## src/shared/serial_port_pkg.sv

```systemverilog
// Constants, register map and state types of the serial port
package serial_port_pkg;
	// Bus widths
	localparam int ADDR_W = 8;
	localparam int DATA_W = 32;

	// Register byte offsets
	localparam logic [7:0] OFF_CTRL  = 8'h00;
	localparam logic [7:0] OFF_BAUD  = 8'h04;
	localparam logic [7:0] OFF_FRAC  = 8'h08;
	localparam logic [7:0] OFF_TXBUF = 8'h0c;
	localparam logic [7:0] OFF_RXBUF = 8'h10;
	localparam logic [7:0] OFF_STAT  = 8'h14;

	// Control register fields
	localparam int CTRL_W  = 10;
	localparam int B_EN    = 0;
	localparam int B_SYNC  = 1;
	localparam int B_NINE  = 2;
	localparam int B_PAR   = 3;
	localparam int B_ODD   = 4;
	localparam int B_STOP2 = 5;
	localparam int B_MPROC = 6;
	localparam int B_LOOP  = 7;
	localparam int B_REN   = 8;
	localparam int B_FRAC  = 9;
	localparam logic [CTRL_W-1:0] CTRL_RST = 10'h000;

	// Baud reload and fractional step
	localparam int BAUD_W = 13;
	localparam int FRAC_W = 10;
	localparam logic [BAUD_W-1:0] BAUD_RST = 13'h0000;
	localparam logic [FRAC_W-1:0] FRAC_RST = 10'h000;

	// Status register fields
	localparam int S_TXEMPTY = 0;
	localparam int S_TXBUSY  = 1;
	localparam int S_RXFULL  = 2;
	localparam int S_PERR    = 3;
	localparam int S_FERR    = 4;
	localparam int S_OERR    = 5;
	localparam int S_RXADDR  = 6;

	// Tick counts within one bit
	localparam logic [3:0] OVS_LAST  = 4'hf;
	localparam logic [3:0] SAMP_A    = 4'h7;
	localparam logic [3:0] SAMP_B    = 4'h8;
	localparam logic [3:0] SAMP_C    = 4'h9;
	localparam logic [3:0] SYNC_LAST = 4'h7;
	localparam logic [3:0] SYNC_RISE = 4'h4;

	// Frame lengths in bits
	localparam logic [3:0] LEN_SYNC = 4'h8;
	localparam logic [3:0] LEN_BASE = 4'ha;
	localparam logic [3:0] RX_BITS8 = 4'h8;

	typedef enum logic [1:0] {
		TX_IDLE  = 2'b00,
		TX_SHIFT = 2'b01,
		TX_END   = 2'b11
	} tx_state_t;

	typedef enum logic [1:0] {
		RX_IDLE  = 2'b00,
		RX_START = 2'b01,
		RX_DATA  = 2'b11,
		RX_STOP  = 2'b10
	} rx_state_t;
endpackage

```

## src/verilog/baud_gen.sv

```systemverilog
// Fractional prescaler followed by a 13-bit reload counter
`timescale 1ns/10ps
module baud_gen (
	input  wire logic                              clk,    // Module clock
	input  wire logic                              rst,    // Async reset, high
	input  wire logic                              run,    // Port enabled
	input  wire logic                              fracEn, // Use fractional prescaler
	input  wire logic [serial_port_pkg::BAUD_W-1:0] reload, // Reload value
	input  wire logic [serial_port_pkg::FRAC_W-1:0] step,   // Step of fractional divider
	output logic                                   tick    // One-cycle rate pulse
);
	import serial_port_pkg::*;

	logic [FRAC_W-1:0] acc;
	logic              pre;
	logic [BAUD_W-1:0] cnt;

	// Accumulator carry gives step/1024 of the clock, for fine rate trim
	always_ff @(posedge clk or posedge rst) begin
		if (rst) begin
			acc <= FRAC_RST;
			pre <= 1'b0;
		end else if (!run) begin
			acc <= FRAC_RST;
			pre <= 1'b0;
		end else if (fracEn) begin
			{pre, acc} <= {1'b0, acc} + {1'b0, step};
		end else begin
			pre <= 1'b1;
		end
	end

	// Reload counter; reload 0 gives one tick per prescaled clock
	always_ff @(posedge clk or posedge rst) begin
		if (rst) begin
			cnt  <= BAUD_RST;
			tick <= 1'b0;
		end else if (!run) begin
			cnt  <= BAUD_RST;
			tick <= 1'b0;
		end else begin
			tick <= pre && (cnt == BAUD_RST);
			if (pre) begin
				if (cnt == BAUD_RST)
					cnt <= reload;
				else
					cnt <= cnt - 13'h0001;
			end
		end
	end
endmodule // baud_gen

```

## src/verilog/async_sync_serial_port.sv

```systemverilog
// Serial port top: APB registers, transmitter, receiver, pins
`timescale 1ns/10ps
module async_sync_serial_port (
	input  wire logic                              clk,       // Module clock
	input  wire logic                              rst,       // Async reset, high
	input  wire logic                              psel,      // APB select
	input  wire logic                              penable,   // APB enable
	input  wire logic                              pwrite,    // APB write
	input  wire logic [serial_port_pkg::ADDR_W-1:0] paddr,     // APB address
	input  wire logic [serial_port_pkg::DATA_W-1:0] pwdata,    // APB write data
	output logic      [serial_port_pkg::DATA_W-1:0] prdata,    // APB read data
	output logic                                   pready,    // APB ready
	output logic                                   pslverr,   // APB error
	input  wire logic                              rxdIn,     // Receive / sync data in
	output logic                                   rxdOut,    // Sync data out
	output logic                                   rxdOeN,    // Sync data enable, low
	output logic                                   txd,       // Async data / sync clock
	output logic                                   irqTxBuf,  // Transmit buffer empty
	output logic                                   irqTxLast, // Last bit shifted out
	output logic                                   irqRxFull, // Receive buffer full
	output logic                                   irqErr     // Receive error
);
	import serial_port_pkg::*;

	logic [CTRL_W-1:0] ctrl;
	logic [BAUD_W-1:0] baud;
	logic [FRAC_W-1:0] frac;
	logic              tick;
	logic [8:0]        txBuf;
	logic              txFull;
	logic [8:0]        rxBuf;
	logic              rxFull;
	logic              perr;
	logic              ferr;
	logic              oerr;
	logic              rxAddr;
	logic              newSince;
	tx_state_t         txState;
	logic [11:0]       txSh;
	logic [3:0]        txLeft;
	logic [3:0]        txCnt;
	logic              dirRx;
	logic [7:0]        syncSh;
	logic              syncDone;
	logic              txLast;
	rx_state_t         rxState;
	logic [3:0]        rxCnt;
	logic [3:0]        rxBits;
	logic [8:0]        rxSh;
	logic [1:0]        samp;
	logic              asyncDone;
	logic              asyncFerr;
	logic              rxdReg;

	// Mode decode
	logic en, sync, nine, par, odd, stop2, mproc, loop, ren;
	assign en    = ctrl[B_EN];
	assign sync  = ctrl[B_SYNC];
	assign nine  = ctrl[B_NINE];
	assign par   = ctrl[B_PAR];
	assign odd   = ctrl[B_ODD];
	assign stop2 = ctrl[B_STOP2];
	assign mproc = ctrl[B_MPROC];
	assign loop  = ctrl[B_LOOP];
	assign ren   = ctrl[B_REN];

	// Bus phases; pready is set in setup so access lasts one cycle
	logic setup, wrEn, rdEn, mapped;
	assign setup  = psel && !penable;
	assign wrEn   = psel && penable && pready && pwrite;
	assign rdEn   = psel && penable && pready && !pwrite;
	assign mapped = (paddr == OFF_CTRL) || (paddr == OFF_BAUD) || (paddr == OFF_FRAC) ||
		(paddr == OFF_TXBUF) || (paddr == OFF_RXBUF) || (paddr == OFF_STAT);

	baud_gen u_baud (
		.clk    (clk),
		.rst    (rst),
		.run    (en),
		.fracEn (ctrl[B_FRAC]),
		.reload (baud),
		.step   (frac),
		.tick   (tick)
	);

	// Configuration registers
	always_ff @(posedge clk or posedge rst) begin
		if (rst) begin
			ctrl <= CTRL_RST;
			baud <= BAUD_RST;
			frac <= FRAC_RST;
		end else if (wrEn) begin
			if (paddr == OFF_CTRL)
				ctrl <= pwdata[CTRL_W-1:0];
			if (paddr == OFF_BAUD)
				baud <= pwdata[BAUD_W-1:0];
			if (paddr == OFF_FRAC)
				frac <= pwdata[FRAC_W-1:0];
		end
	end

	// Read data captured in setup, so it is stable through access
	always_ff @(posedge clk or posedge rst) begin
		if (rst) begin
			prdata  <= 32'h00000000;
			pready  <= 1'b0;
			pslverr <= 1'b0;
		end else begin
			pready  <= setup;
			pslverr <= setup && !mapped;
			if (setup && !pwrite) begin
				case (paddr)
					OFF_CTRL:  prdata <= {22'h000000, ctrl};
					OFF_BAUD:  prdata <= {19'h00000, baud};
					OFF_FRAC:  prdata <= {22'h000000, frac};
					OFF_TXBUF: prdata <= {23'h000000, txBuf};
					OFF_RXBUF: prdata <= {23'h000000, rxBuf};
					OFF_STAT:  prdata <= {25'h0000000, rxAddr, oerr, ferr, perr, rxFull,
						(txState != TX_IDLE), !txFull};
					default:   prdata <= 32'h00000000;
				endcase
			end
		end
	end

	// Transmit holding buffer; a write while full is dropped unless the buffer is taken in that cycle
	logic txTake, syncRxGo, txWr;
	assign txTake   = en && (txState == TX_IDLE) && txFull;
	assign syncRxGo = en && sync && ren && (txState == TX_IDLE) && !txFull;
	assign txWr     = wrEn && (paddr == OFF_TXBUF) && (!txFull || txTake);

	always_ff @(posedge clk or posedge rst) begin
		if (rst) begin
			txBuf  <= 9'h000;
			txFull <= 1'b0;
		end else if (txWr) begin
			txBuf  <= pwdata[8:0];
			txFull <= 1'b1;
		end else if (txTake) begin
			txFull <= 1'b0;
		end
	end

	// Frame image and length; ninth slot is a stop bit in 8-bit frames
	logic       ninthTx;
	logic [3:0] txLen;
	logic [3:0] bitLast;
	logic       rxLine;
	assign ninthTx = !nine ? 1'b1 : (par ? (^txBuf[7:0]) ^ odd : txBuf[8]);
	assign txLen   = LEN_BASE + {3'h0, nine} + {3'h0, stop2};
	assign bitLast = sync ? SYNC_LAST : OVS_LAST;
	assign rxLine  = loop ? (sync ? rxdOut : txd) : rxdReg;

	// Shared shifter: async transmit, or sync transmit or receive
	always_ff @(posedge clk or posedge rst) begin
		if (rst) begin
			txState  <= TX_IDLE;
			txSh     <= 12'hfff;
			txLeft   <= 4'h0;
			txCnt    <= 4'h0;
			dirRx    <= 1'b0;
			syncSh   <= 8'h00;
			syncDone <= 1'b0;
			txLast   <= 1'b0;
		end else if (!en) begin
			txState  <= TX_IDLE;
			txSh     <= 12'hfff;
			syncDone <= 1'b0;
			txLast   <= 1'b0;
		end else begin
			syncDone <= 1'b0;
			txLast   <= 1'b0;
			case (txState)
				TX_IDLE: begin
					txCnt <= 4'h0;
					if (txTake) begin
						if (sync)
							txSh <= {4'hf, txBuf[7:0]};
						else
							txSh <= {2'b11, ninthTx, txBuf[7:0], 1'b0};
						txLeft  <= sync ? LEN_SYNC : txLen;
						dirRx   <= 1'b0;
						txState <= TX_SHIFT;
					end else if (syncRxGo) begin
						txSh    <= 12'hfff;
						txLeft  <= LEN_SYNC;
						dirRx   <= 1'b1;
						txState <= TX_SHIFT;
					end
				end
				TX_SHIFT: begin
					if (tick) begin
						txCnt <= (txCnt == bitLast) ? 4'h0 : txCnt + 4'h1;
						// Sample on the rising shift clock edge
						if (sync && dirRx && (txCnt == SYNC_RISE))
							syncSh <= {rxLine, syncSh[7:1]};
						if (txCnt == bitLast) begin
							txSh   <= {1'b1, txSh[11:1]};
							txLeft <= txLeft - 4'h1;
							if (txLeft == 4'h1)
								txState <= TX_END;
						end
					end
				end
				TX_END: begin
					syncDone <= sync && dirRx;
					txLast   <= !dirRx;
					txState  <= TX_IDLE;
				end
				default: txState <= TX_IDLE;
			endcase
		end
	end

	// Pins; in sync mode the data pin is driven only while sending
	logic syncAct;
	assign syncAct = sync && (txState == TX_SHIFT);

	always_ff @(posedge clk or posedge rst) begin
		if (rst) begin
			txd    <= 1'b1;
			rxdOut <= 1'b1;
			rxdOeN <= 1'b1;
			rxdReg <= 1'b1;
		end else begin
			rxdReg <= rxdIn;
			if (syncAct)
				txd <= (txCnt >= SYNC_RISE);
			else if (txState == TX_SHIFT)
				txd <= txSh[0];
			else
				txd <= 1'b1;
			rxdOut <= txSh[0];
			rxdOeN <= !(syncAct && !dirRx);
		end
	end

	// Async receiver, majority of three samples around mid-bit
	logic       bitVal;
	logic [3:0] rxLen;
	assign bitVal = (samp[0] & samp[1]) | (samp[0] & rxLine) | (samp[1] & rxLine);
	assign rxLen  = RX_BITS8 + {3'h0, nine};

	always_ff @(posedge clk or posedge rst) begin
		if (rst) begin
			rxState   <= RX_IDLE;
			rxCnt     <= 4'h0;
			rxBits    <= 4'h0;
			rxSh      <= 9'h000;
			samp      <= 2'b11;
			asyncDone <= 1'b0;
			asyncFerr <= 1'b0;
		end else if (!en || sync || !ren) begin
			rxState   <= RX_IDLE;
			asyncDone <= 1'b0;
		end else begin
			asyncDone <= 1'b0;
			if (tick) begin
				rxCnt <= rxCnt + 4'h1;
				if (rxCnt == SAMP_A)
					samp[0] <= rxLine;
				if (rxCnt == SAMP_B)
					samp[1] <= rxLine;
				case (rxState)
					RX_IDLE: begin
						rxCnt  <= 4'h0;
						rxBits <= 4'h0;
						if (!rxLine)
							rxState <= RX_START;
					end
					RX_START: begin
						// A short low pulse is a glitch, not a start bit
						if (rxCnt == SAMP_C)
							rxState <= bitVal ? RX_IDLE : RX_DATA;
					end
					RX_DATA: begin
						if (rxCnt == SAMP_C) begin
							rxSh   <= {bitVal, rxSh[8:1]};
							rxBits <= rxBits + 4'h1;
							if (rxBits == rxLen - 4'h1)
								rxState <= RX_STOP;
						end
					end
					RX_STOP: begin
						// Only the first stop bit is checked
						if (rxCnt == SAMP_C) begin
							asyncDone <= 1'b1;
							asyncFerr <= !bitVal;
							rxState   <= RX_IDLE;
						end
					end
					default: rxState <= RX_IDLE;
				endcase
			end
		end
	end

	// Delivery into the receive buffer from either mode
	logic       deliver;
	logic [8:0] rxWord;
	logic       peNew, feNew, oeNew, addrNew, rdClr;
	assign deliver = asyncDone || syncDone;
	assign rxWord  = syncDone ? {1'b0, syncSh} : (nine ? rxSh : {1'b0, rxSh[8:1]});
	assign peNew   = asyncDone && nine && par && ((^rxSh) ^ odd);
	assign feNew   = asyncDone && asyncFerr;
	assign oeNew   = deliver && rxFull;
	assign addrNew = asyncDone && nine && !par && mproc && rxSh[8];
	assign rdClr   = rdEn && (paddr == OFF_RXBUF) && !newSince;

	// Receive buffer; a word arriving mid-read keeps its full flag
	always_ff @(posedge clk or posedge rst) begin
		if (rst) begin
			rxBuf    <= 9'h000;
			rxFull   <= 1'b0;
			rxAddr   <= 1'b0;
			newSince <= 1'b0;
		end else begin
			if (deliver) begin
				rxBuf  <= rxWord;
				rxAddr <= addrNew;
				rxFull <= 1'b1;
			end else if (rdClr) begin
				rxFull <= 1'b0;
			end
			if (setup)
				newSince <= deliver; // A word landing at setup was not captured
			else if (deliver)
				newSince <= 1'b1;
		end
	end

	// Error flags, write one to clear; a new error wins over the clear
	logic stClr;
	assign stClr = wrEn && (paddr == OFF_STAT);

	always_ff @(posedge clk or posedge rst) begin
		if (rst) begin
			perr <= 1'b0;
			ferr <= 1'b0;
			oerr <= 1'b0;
		end else begin
			if (peNew)
				perr <= 1'b1;
			else if (stClr && pwdata[S_PERR])
				perr <= 1'b0;
			if (feNew)
				ferr <= 1'b1;
			else if (stClr && pwdata[S_FERR])
				ferr <= 1'b0;
			if (oeNew)
				oerr <= 1'b1;
			else if (stClr && pwdata[S_OERR])
				oerr <= 1'b0;
		end
	end

	// Request pulses, one cycle each
	always_ff @(posedge clk or posedge rst) begin
		if (rst) begin
			irqTxBuf  <= 1'b0;
			irqTxLast <= 1'b0;
			irqRxFull <= 1'b0;
			irqErr    <= 1'b0;
		end else begin
			irqTxBuf  <= txTake;
			irqTxLast <= txLast;
			irqRxFull <= deliver;
			irqErr    <= peNew || feNew || oeNew;
		end
	end
endmodule // async_sync_serial_port

```

## config.mk

```make
export PLATFORM = sky130hd
export DESIGN_NAME = async_sync_serial_port
export DESIGN_NICKNAME = d
export VERILOG_FILES = /design/src/shared/serial_port_pkg.sv /design/src/verilog/baud_gen.sv /design/src/verilog/async_sync_serial_port.sv
export SDC_FILE = /design/constraint.sdc
export NUM_CORES = 1
export LEC_CHECK = 0
export BUFFER_PORTS_ARGS = -buffer_cell sky130_fd_sc_hd__buf_4
export CORE_MARGIN = 2
export CORE_UTILIZATION = 55
export CTS_BUF_LIST = sky130_fd_sc_hd__clkbuf_8
export DETAILED_ROUTE_END_ITERATION = 10
export GPL_TIMING_DRIVEN = 0
export PLACE_DENSITY = 0.72
export SETUP_SLACK_MARGIN = 0.5
export SLEW_MARGIN = 20
export SYNTH_ARGS = -nofsm -noshare
export SYNTH_HDL_FRONTEND = slang
export SYNTH_HIERARCHICAL = 1
export SYNTH_SLANG_ARGS = --single-unit
```

## constraint.sdc

```tcl
create_clock -name clk -period 5.33 [get_ports clk]
set_input_delay 0.2665 -clock clk [delete_from_list [all_inputs] [get_ports clk]]
set_output_delay 0.2665 -clock clk [all_outputs]
set_load 0.005 [all_outputs]
```

# --- Yosys cells after proc, flatten, opt, wreduce, memory -nomap -nowiden ---
# Cells that the tools add are included.
op_classes:
  n_eq_ne: 33
  addsub: 10
  n_bitwise: 8
  n_mux: 75
  reduce_logical: 89
  order_cmp: 1
op_table:
  columns: ["op", "n"]
  rows:
  - ["13-bit case mux with 6 select lines", 1]
  - ["12-bit 2-to-1 mux", 5]
  - ["4-bit 2-to-1 mux", 10]
  - ["13-bit 2-to-1 mux", 3]
  - ["1-bit logical AND", 34]
  - ["1-bit 2-to-1 mux", 31]
  - ["10-bit 2-to-1 mux", 3]
  - ["2-bit 2-to-1 mux", 14]
  - ["3-bit inequality test (second input constant)", 8]
  - ["12-bit case mux with 2 select lines", 1]
  - ["4-bit case mux with 2 select lines", 3]
  - ["4-bit AND reduction", 6]
  - ["2-bit nonzero test", 11]
  - ["9-bit 2-to-1 mux", 2]
  - ["8-bit by 4-bit == test with 1-bit output (second input constant)", 2]
  - ["8-bit by 5-bit == test with 1-bit output (second input constant)", 2]
  - ["13-bit logical NOT", 1]
  - ["13-bit by 1-bit subtractor with 13-bit output (second input constant)", 1]
  - ["4-bit by 1-bit adder with 4-bit output (second input constant)", 3]
  - ["3-bit AND reduction", 4]
  - ["10-bit by 10-bit adder with 11-bit output", 1]
  - ["1-bit logical NOT", 11]
  - ["1-bit logical OR", 11]
  - ["9-bit XOR reduction", 1]
  - ["28 further kinds", 47]
totals:
  register_bits: 181
  in_bits: 46
  wordCells: 259

# --- Logic depth before layout (Yosys ltp) ---
depth:
  depth_word: 10
  mapped_depth: 8
  depth_no_buf: 8

# --- Hierarchy ---
# Netlist, hierarchy kept.
modules_own_cells:
  columns: ["mod", "seq_area_each_um2", "cells_per_inst", "area_each_um2", "n_inst"]
  rows:
  - ["async_sync_serial_port", 3398.3, 596, 6685.2, 1]
  - ["baud_gen", 625.6, 213, 1831.8, 1]

# --- Worst setup path before layout ---
# No wires, ideal clock.
synth_timing:
  path_type: "register to register"
  startpoint: "register u_baud.cnt[0]"
  endpoint: "register u_baud.cnt[6]"
  setup_slack_ns: 3.113
  n_path_buf: 1
  arrival_ns: 2.096
  synth_period_minus_slack_ns: 2.217
  setup_ns: 0.121
  required_ns: 5.209
  path_stages_with_launch: 9
  path_cell_list: "dfrtp_1 inv_1 ha_1 or4b_4 or3_1 buf_2 mux2_4 a31oi_1 nor2_1"
synth_between:
  elab_chain_cells: 4
  elab_cells_between_ends: 5
  classes_between: "add/sub (1); mux (3); reduce/logical (1)"
synth_rtl:
  columns: ["element", "line_no", "text"]
  rows:
  - ["start, declared", "baud_gen.sv:16", "logic [BAUD_W-1:0] cnt;"]
  - ["start signal, assigned", "baud_gen.sv:45", "cnt <= reload;"]
  - ["start signal, assigned", "baud_gen.sv:47", "cnt <= cnt - 13'h0001;"]
  - ["13-bit by 1-bit subtractor with 13-bit output / 13-bit logical NOT (equally long branches)", "baud_gen.sv:47, baud_gen.sv:44", null]
  - ["13-bit 2-to-1 mux (*)", "baud_gen.sv:44", "if (cnt == BAUD_RST)"]
  - ["13-bit 2-to-1 mux (*)", "baud_gen.sv:43", "if (pre) begin"]
  - ["13-bit 2-to-1 mux (*)", "baud_gen.sv:38", "end else if (!run) begin"]
# Mark *: on every way between the ends. The rest lies on a longest branch, timed or not. The select of a mux whose other input is x is not followed.
# A chain may end at the register's enable or synchronous reset.

# --- Worst setup path in the final report ---
layout_timing:
  startpoint: "register frac[0]"
  endpoint: "register u_baud.acc[8]"
layout_between:
  elab_chain_cells: 3
layout_rtl:
  columns: ["element", "line_no", "text"]
  rows:
  - ["start, declared", "async_sync_serial_port.sv:27", "logic [FRAC_W-1:0] frac;"]
  - ["start signal, assigned", "async_sync_serial_port.sv:97", "frac <= pwdata[FRAC_W-1:0];"]
  - ["10-bit by 10-bit adder with 11-bit output", "baud_gen.sv:27", "{pre, acc} <= {1'b0, acc} + {1'b0, step};"]
  - ["10-bit 2-to-1 mux", "baud_gen.sv:26", "end else if (fracEn) begin"]
  - ["10-bit 2-to-1 mux", "baud_gen.sv:23", "end else if (!run) begin"]
  - ["end signal, assigned", "baud_gen.sv:27", null]
  - ["end, declared", "baud_gen.sv:14", "logic [FRAC_W-1:0] acc;"]
# Every way passes these cells. The select of a mux whose other input is x is not followed.

==> impl_metrics.tcl <==
set metrics [dict create \
    cts_repair_resize_count 0 \
    synth.yosys.seq_area_share_pct 47.2 \
    cts_hold_buffers 2 \
    grt_pass1_wl_um 34100 \
    fin_util_pct 63.7 \
    cts_root_buf "sky130_fd_sc_hd__clkbuf_8" \
    crit_required_ns 5.72 \
    setup_repair_after_global_routing_missed_its_margin "false" \
    critPathCaptureType "flip-flop" \
    multiInputGateArea_um2 4140 \
    cellPowerDensity_nw_per_um2 237 \
    synth.cells.most_frequent "sky130_fd_sc_hd__dfrtp_1, sky130_fd_sc_hd__nand2_1, sky130_fd_sc_hd__nor2_1" \
    wirelength_um 20900 \
    synth_enable_flop_cells 0 \
    numCtsBuffers 17 \
    worst_setup_hold_path_clk_slew_ns 0.09 \
    grt_pass1_vias 6371 \
    grt_start_max_net_pins 76 \
    synth_warnings 6 \
    synth_area_leaders "sky130_fd_sc_hd__dfrtp_1, sky130_fd_sc_hd__mux2_2, sky130_fd_sc_hd__dfstp_2" \
    synthesis.area_per_instance_um2 10.5 \
    die_boundary_width_um 128 \
    drt.antenna.violating_nets 0 \
    postSynth.topFlopCell "sky130_fd_sc_hd__dfrtp_1" \
    track_usage_pct 26.7 \
    area.sequential_um2 4020 \
    globalplace.congestion 0.902 \
    dieArea_um2 16500 \
    route.vias.total 6561 \
    floorplan.io_pins 87 \
    route.detailed.drc 0 \
    final_hold_viol_count 0 \
    final.setup.tns_ns 0 \
    layout.filler_cells 1242 \
    worst-r2r-cell-count 8 \
    insertedDiodeCount 0 \
    syn_to_final_growth_pct 13.3 \
    fin_worst_skew_ns 0.0105 \
    drive_above_1_share_pct 23.9 \
    p_leak_nw 4.38 \
    finalWorstPathRequiredPeriod_ns 2.49 \
    design.final.nets 964 \
    dpl.hpwl_um 15700 \
    reg2reg_slack_ns 2.84 \
    number_of_distinct_library_cell_variants_in_the_gate_level_netlist_after_synthesis 79 \
    final_area_um2 9650 \
    slew_headroom_pct 33.2 \
    timing_max_transition_violations_final 0 \
    core.rowCount 45 \
    cts_tree "yes" \
    wire_per_inst_um 19.1 \
    initial_core_util_pct 56.2 \
    grt_overflow_total 0 \
    synth-seq-cells 160 \
    die_height_um 128 \
    placed_cell_area_um2 9210 \
    cts.sinks 160 \
    syn_inst 809 \
    hold_depth 2 \
    setup.worst_path.start_class "flip-flop" \
    fmax_ghz 0.401 \
    core_area_um2 15100 \
    worstReg2RegStart "frac[0]$_DFFE_PP0P_" \
    hold_path.startpoint "pwdata[10]" \
    clockBufferDepth 2 \
    hold-path-endpoint "baud[10]$_DFFE_PP0P_" \
    port-buffer-count 47 \
    first_pass_iters 5 \
    via_density 5.98 \
    post-route-period-util_pct 46.8 \
    synthesis.area_um2 8520 \
    yosysTopAreaCellShare_pct 42.3 \
    ctsHtreeMaxLevel 4 \
    post-synth-top-count-cell "sky130_fd_sc_hd__dfrtp_1" \
    setup.worst_path.class "reg -> reg" \
    max_cap_violations 0 \
    report.final.setup_viol 0 \
    drt_iter0_drc 624 \
    timing.critical_path.fanout_max 3 \
    critical_path_arrival_ns 2.88 \
    clkLatencyLatePin_ns 0.47 \
    tightest_pin_transition_ns 0.995 \
    post_cts.repair.setup_buffers 0 \
    worst_reg2reg_path_endpoint "u_baud/acc[8]$_DFFE_PP0P_" \
    antenna_violations_before_repair 0 \
    synth-async-reset-ratio_pct 100 \
    synth_top_area_cell "sky130_fd_sc_hd__dfrtp_1" \
    ir_drop_v 0.000126 \
    timing.hold.worst.class "in -> reg" \
    run_status "completed" \
]
-- critical path: stages (launching register included) --
cell,delay [ns]
sky130_fd_sc_hd__dfrtp_1,0.42
sky130_fd_sc_hd__ha_1,0.22
sky130_fd_sc_hd__inv_1,0.07
sky130_fd_sc_hd__fa_1,0.44
sky130_fd_sc_hd__nand2b_1,0.19
sky130_fd_sc_hd__a211oi_1,0.37
sky130_fd_sc_hd__nor3_1,0.09
sky130_fd_sc_hd__or3b_2,0.47
sky130_fd_sc_hd__a21oi_1,0.15
-- registers in the layout (all words and copies together) (netlist names), 2 cells and up --
signal	count
rxBits	4
samp	2
prdata	13
frac	10
txLeft	4
txState	2
u_baud/cnt	13
txBuf	9
syncSh	8
baud	13
rxCnt	4
u_baud/acc	10
rxState	2
rxSh	9
txCnt	4
txSh	10
rxBuf	9
ctrl	10
-- logic make-up (layout without fill, tap and decap cells) --
logic type      count (synthesis)  count (layout)  synth area share (%)
xor+xnor                       23              23                  2.53
buf+inv                        87             169                  4.94
mux                           105             105                  14.8
other cells                     1              19                0.0440
fa+ha+maj                      23              23                  3.44
compound gates                170             170                  12.6
simple gates                  240             240                  14.5
flops                         160             160                  47.2
-- final cells by class --
type,count,share of cell area [%]
Multi-Input combinational cell,580,42.9
Sequential cell,160,41.7
Timing Repair Buffer,50,4.15
Buffer,57,3.19
Tap cell,188,2.44
Clock buffer,17,2.43
Clock inverter,15,1.92
Inverter,30,1.25
-- cell usage in the layout (no fill, tap or decap), types with 4 or more instances in the layout --
master	n
sky130_fd_sc_hd__nand4_1	5
sky130_fd_sc_hd__nor3b_1	6
sky130_fd_sc_hd__nand2b_1	8
sky130_fd_sc_hd__o21ai_0	59
sky130_fd_sc_hd__mux2_4	10
sky130_fd_sc_hd__conb_1	19
sky130_fd_sc_hd__a22o_1	5
sky130_fd_sc_hd__mux4_2	7
sky130_fd_sc_hd__xnor2_1	17
sky130_fd_sc_hd__or3_1	8
sky130_fd_sc_hd__clkbuf_1	25
sky130_fd_sc_hd__nand2_1	76
sky130_fd_sc_hd__a211oi_1	4
sky130_fd_sc_hd__a22oi_1	4
sky130_fd_sc_hd__a21o_1	5
sky130_fd_sc_hd__clkbuf_8	17
sky130_fd_sc_hd__nand3_1	16
sky130_fd_sc_hd__dfrtp_1	144
sky130_fd_sc_hd__a21oi_1	34
sky130_fd_sc_hd__nand4b_1	4
sky130_fd_sc_hd__ha_1	21
sky130_fd_sc_hd__buf_2	9
sky130_fd_sc_hd__mux2_2	57
sky130_fd_sc_hd__nor2_1	62
sky130_fd_sc_hd__xor2_1	5
sky130_fd_sc_hd__nand3b_1	5
sky130_fd_sc_hd__a31oi_1	13
sky130_fd_sc_hd__o22ai_1	8
sky130_fd_sc_hd__clkinvlp_4	4
sky130_fd_sc_hd__buf_4	67
sky130_fd_sc_hd__nor3_1	16
sky130_fd_sc_hd__mux2i_1	31
sky130_fd_sc_hd__dfstp_2	16
sky130_fd_sc_hd__nor4_1	8
sky130_fd_sc_hd__inv_1	28
-- power breakdown --
| part | internal [mW] | total [mW] | switching, mW |
|---|---|---|---|
| Combinational | 0.0416 | 0.108 | 0.0666 |
| Clock | 0.468 | 0.955 | 0.486 |
| Sequential | 1.22 | 1.23 | 0.00521 |
| Total | 1.73 | 2.29 | 0.558 |
-- per-layer routing --
layer	global-route usage, %	vias up	part of all wire [%]
li1	-	3065	-
met1	40.3	3263	47
met2	40.2	208	46
met3	5.11	25	6.0
met4	6.40	0	1.0
met5	0	-	0
-- worst max-delay path by stage --
stage | start | end | cells past startpoint
detailed placement | frac[0]$_DFFE_PP0P_ | u_baud/acc[8]$_DFFE_PP0P_ | 8
floorplan | rst | asyncDone$_DFF_PP0_ | 1
finish | frac[0]$_DFFE_PP0P_ | u_baud/acc[8]$_DFFE_PP0P_ | 8
global route | frac[0]$_DFFE_PP0P_ | u_baud/acc[8]$_DFFE_PP0P_ | 8
CTS | frac[0]$_DFFE_PP0P_ | u_baud/acc[8]$_DFFE_PP0P_ | 8
global placement | rst | rxCnt[0]$_DFFE_PP0P_ | 2
-- through the flow --
stage	std cells	total power, mW	hold slack, ns	setup slack (ns)
detailed placement	1063	1.36	0.326	2.88
global placement	1062	1.35	0.334	0.131
floorplan	827	1.31	0.271	1.48
CTS	1097	2.30	0.0242	2.84
global route	1097	2.38	0.0259	2.72
finish	1097	2.29	0.0420	2.84
Power figures use the tool's default switching activity.
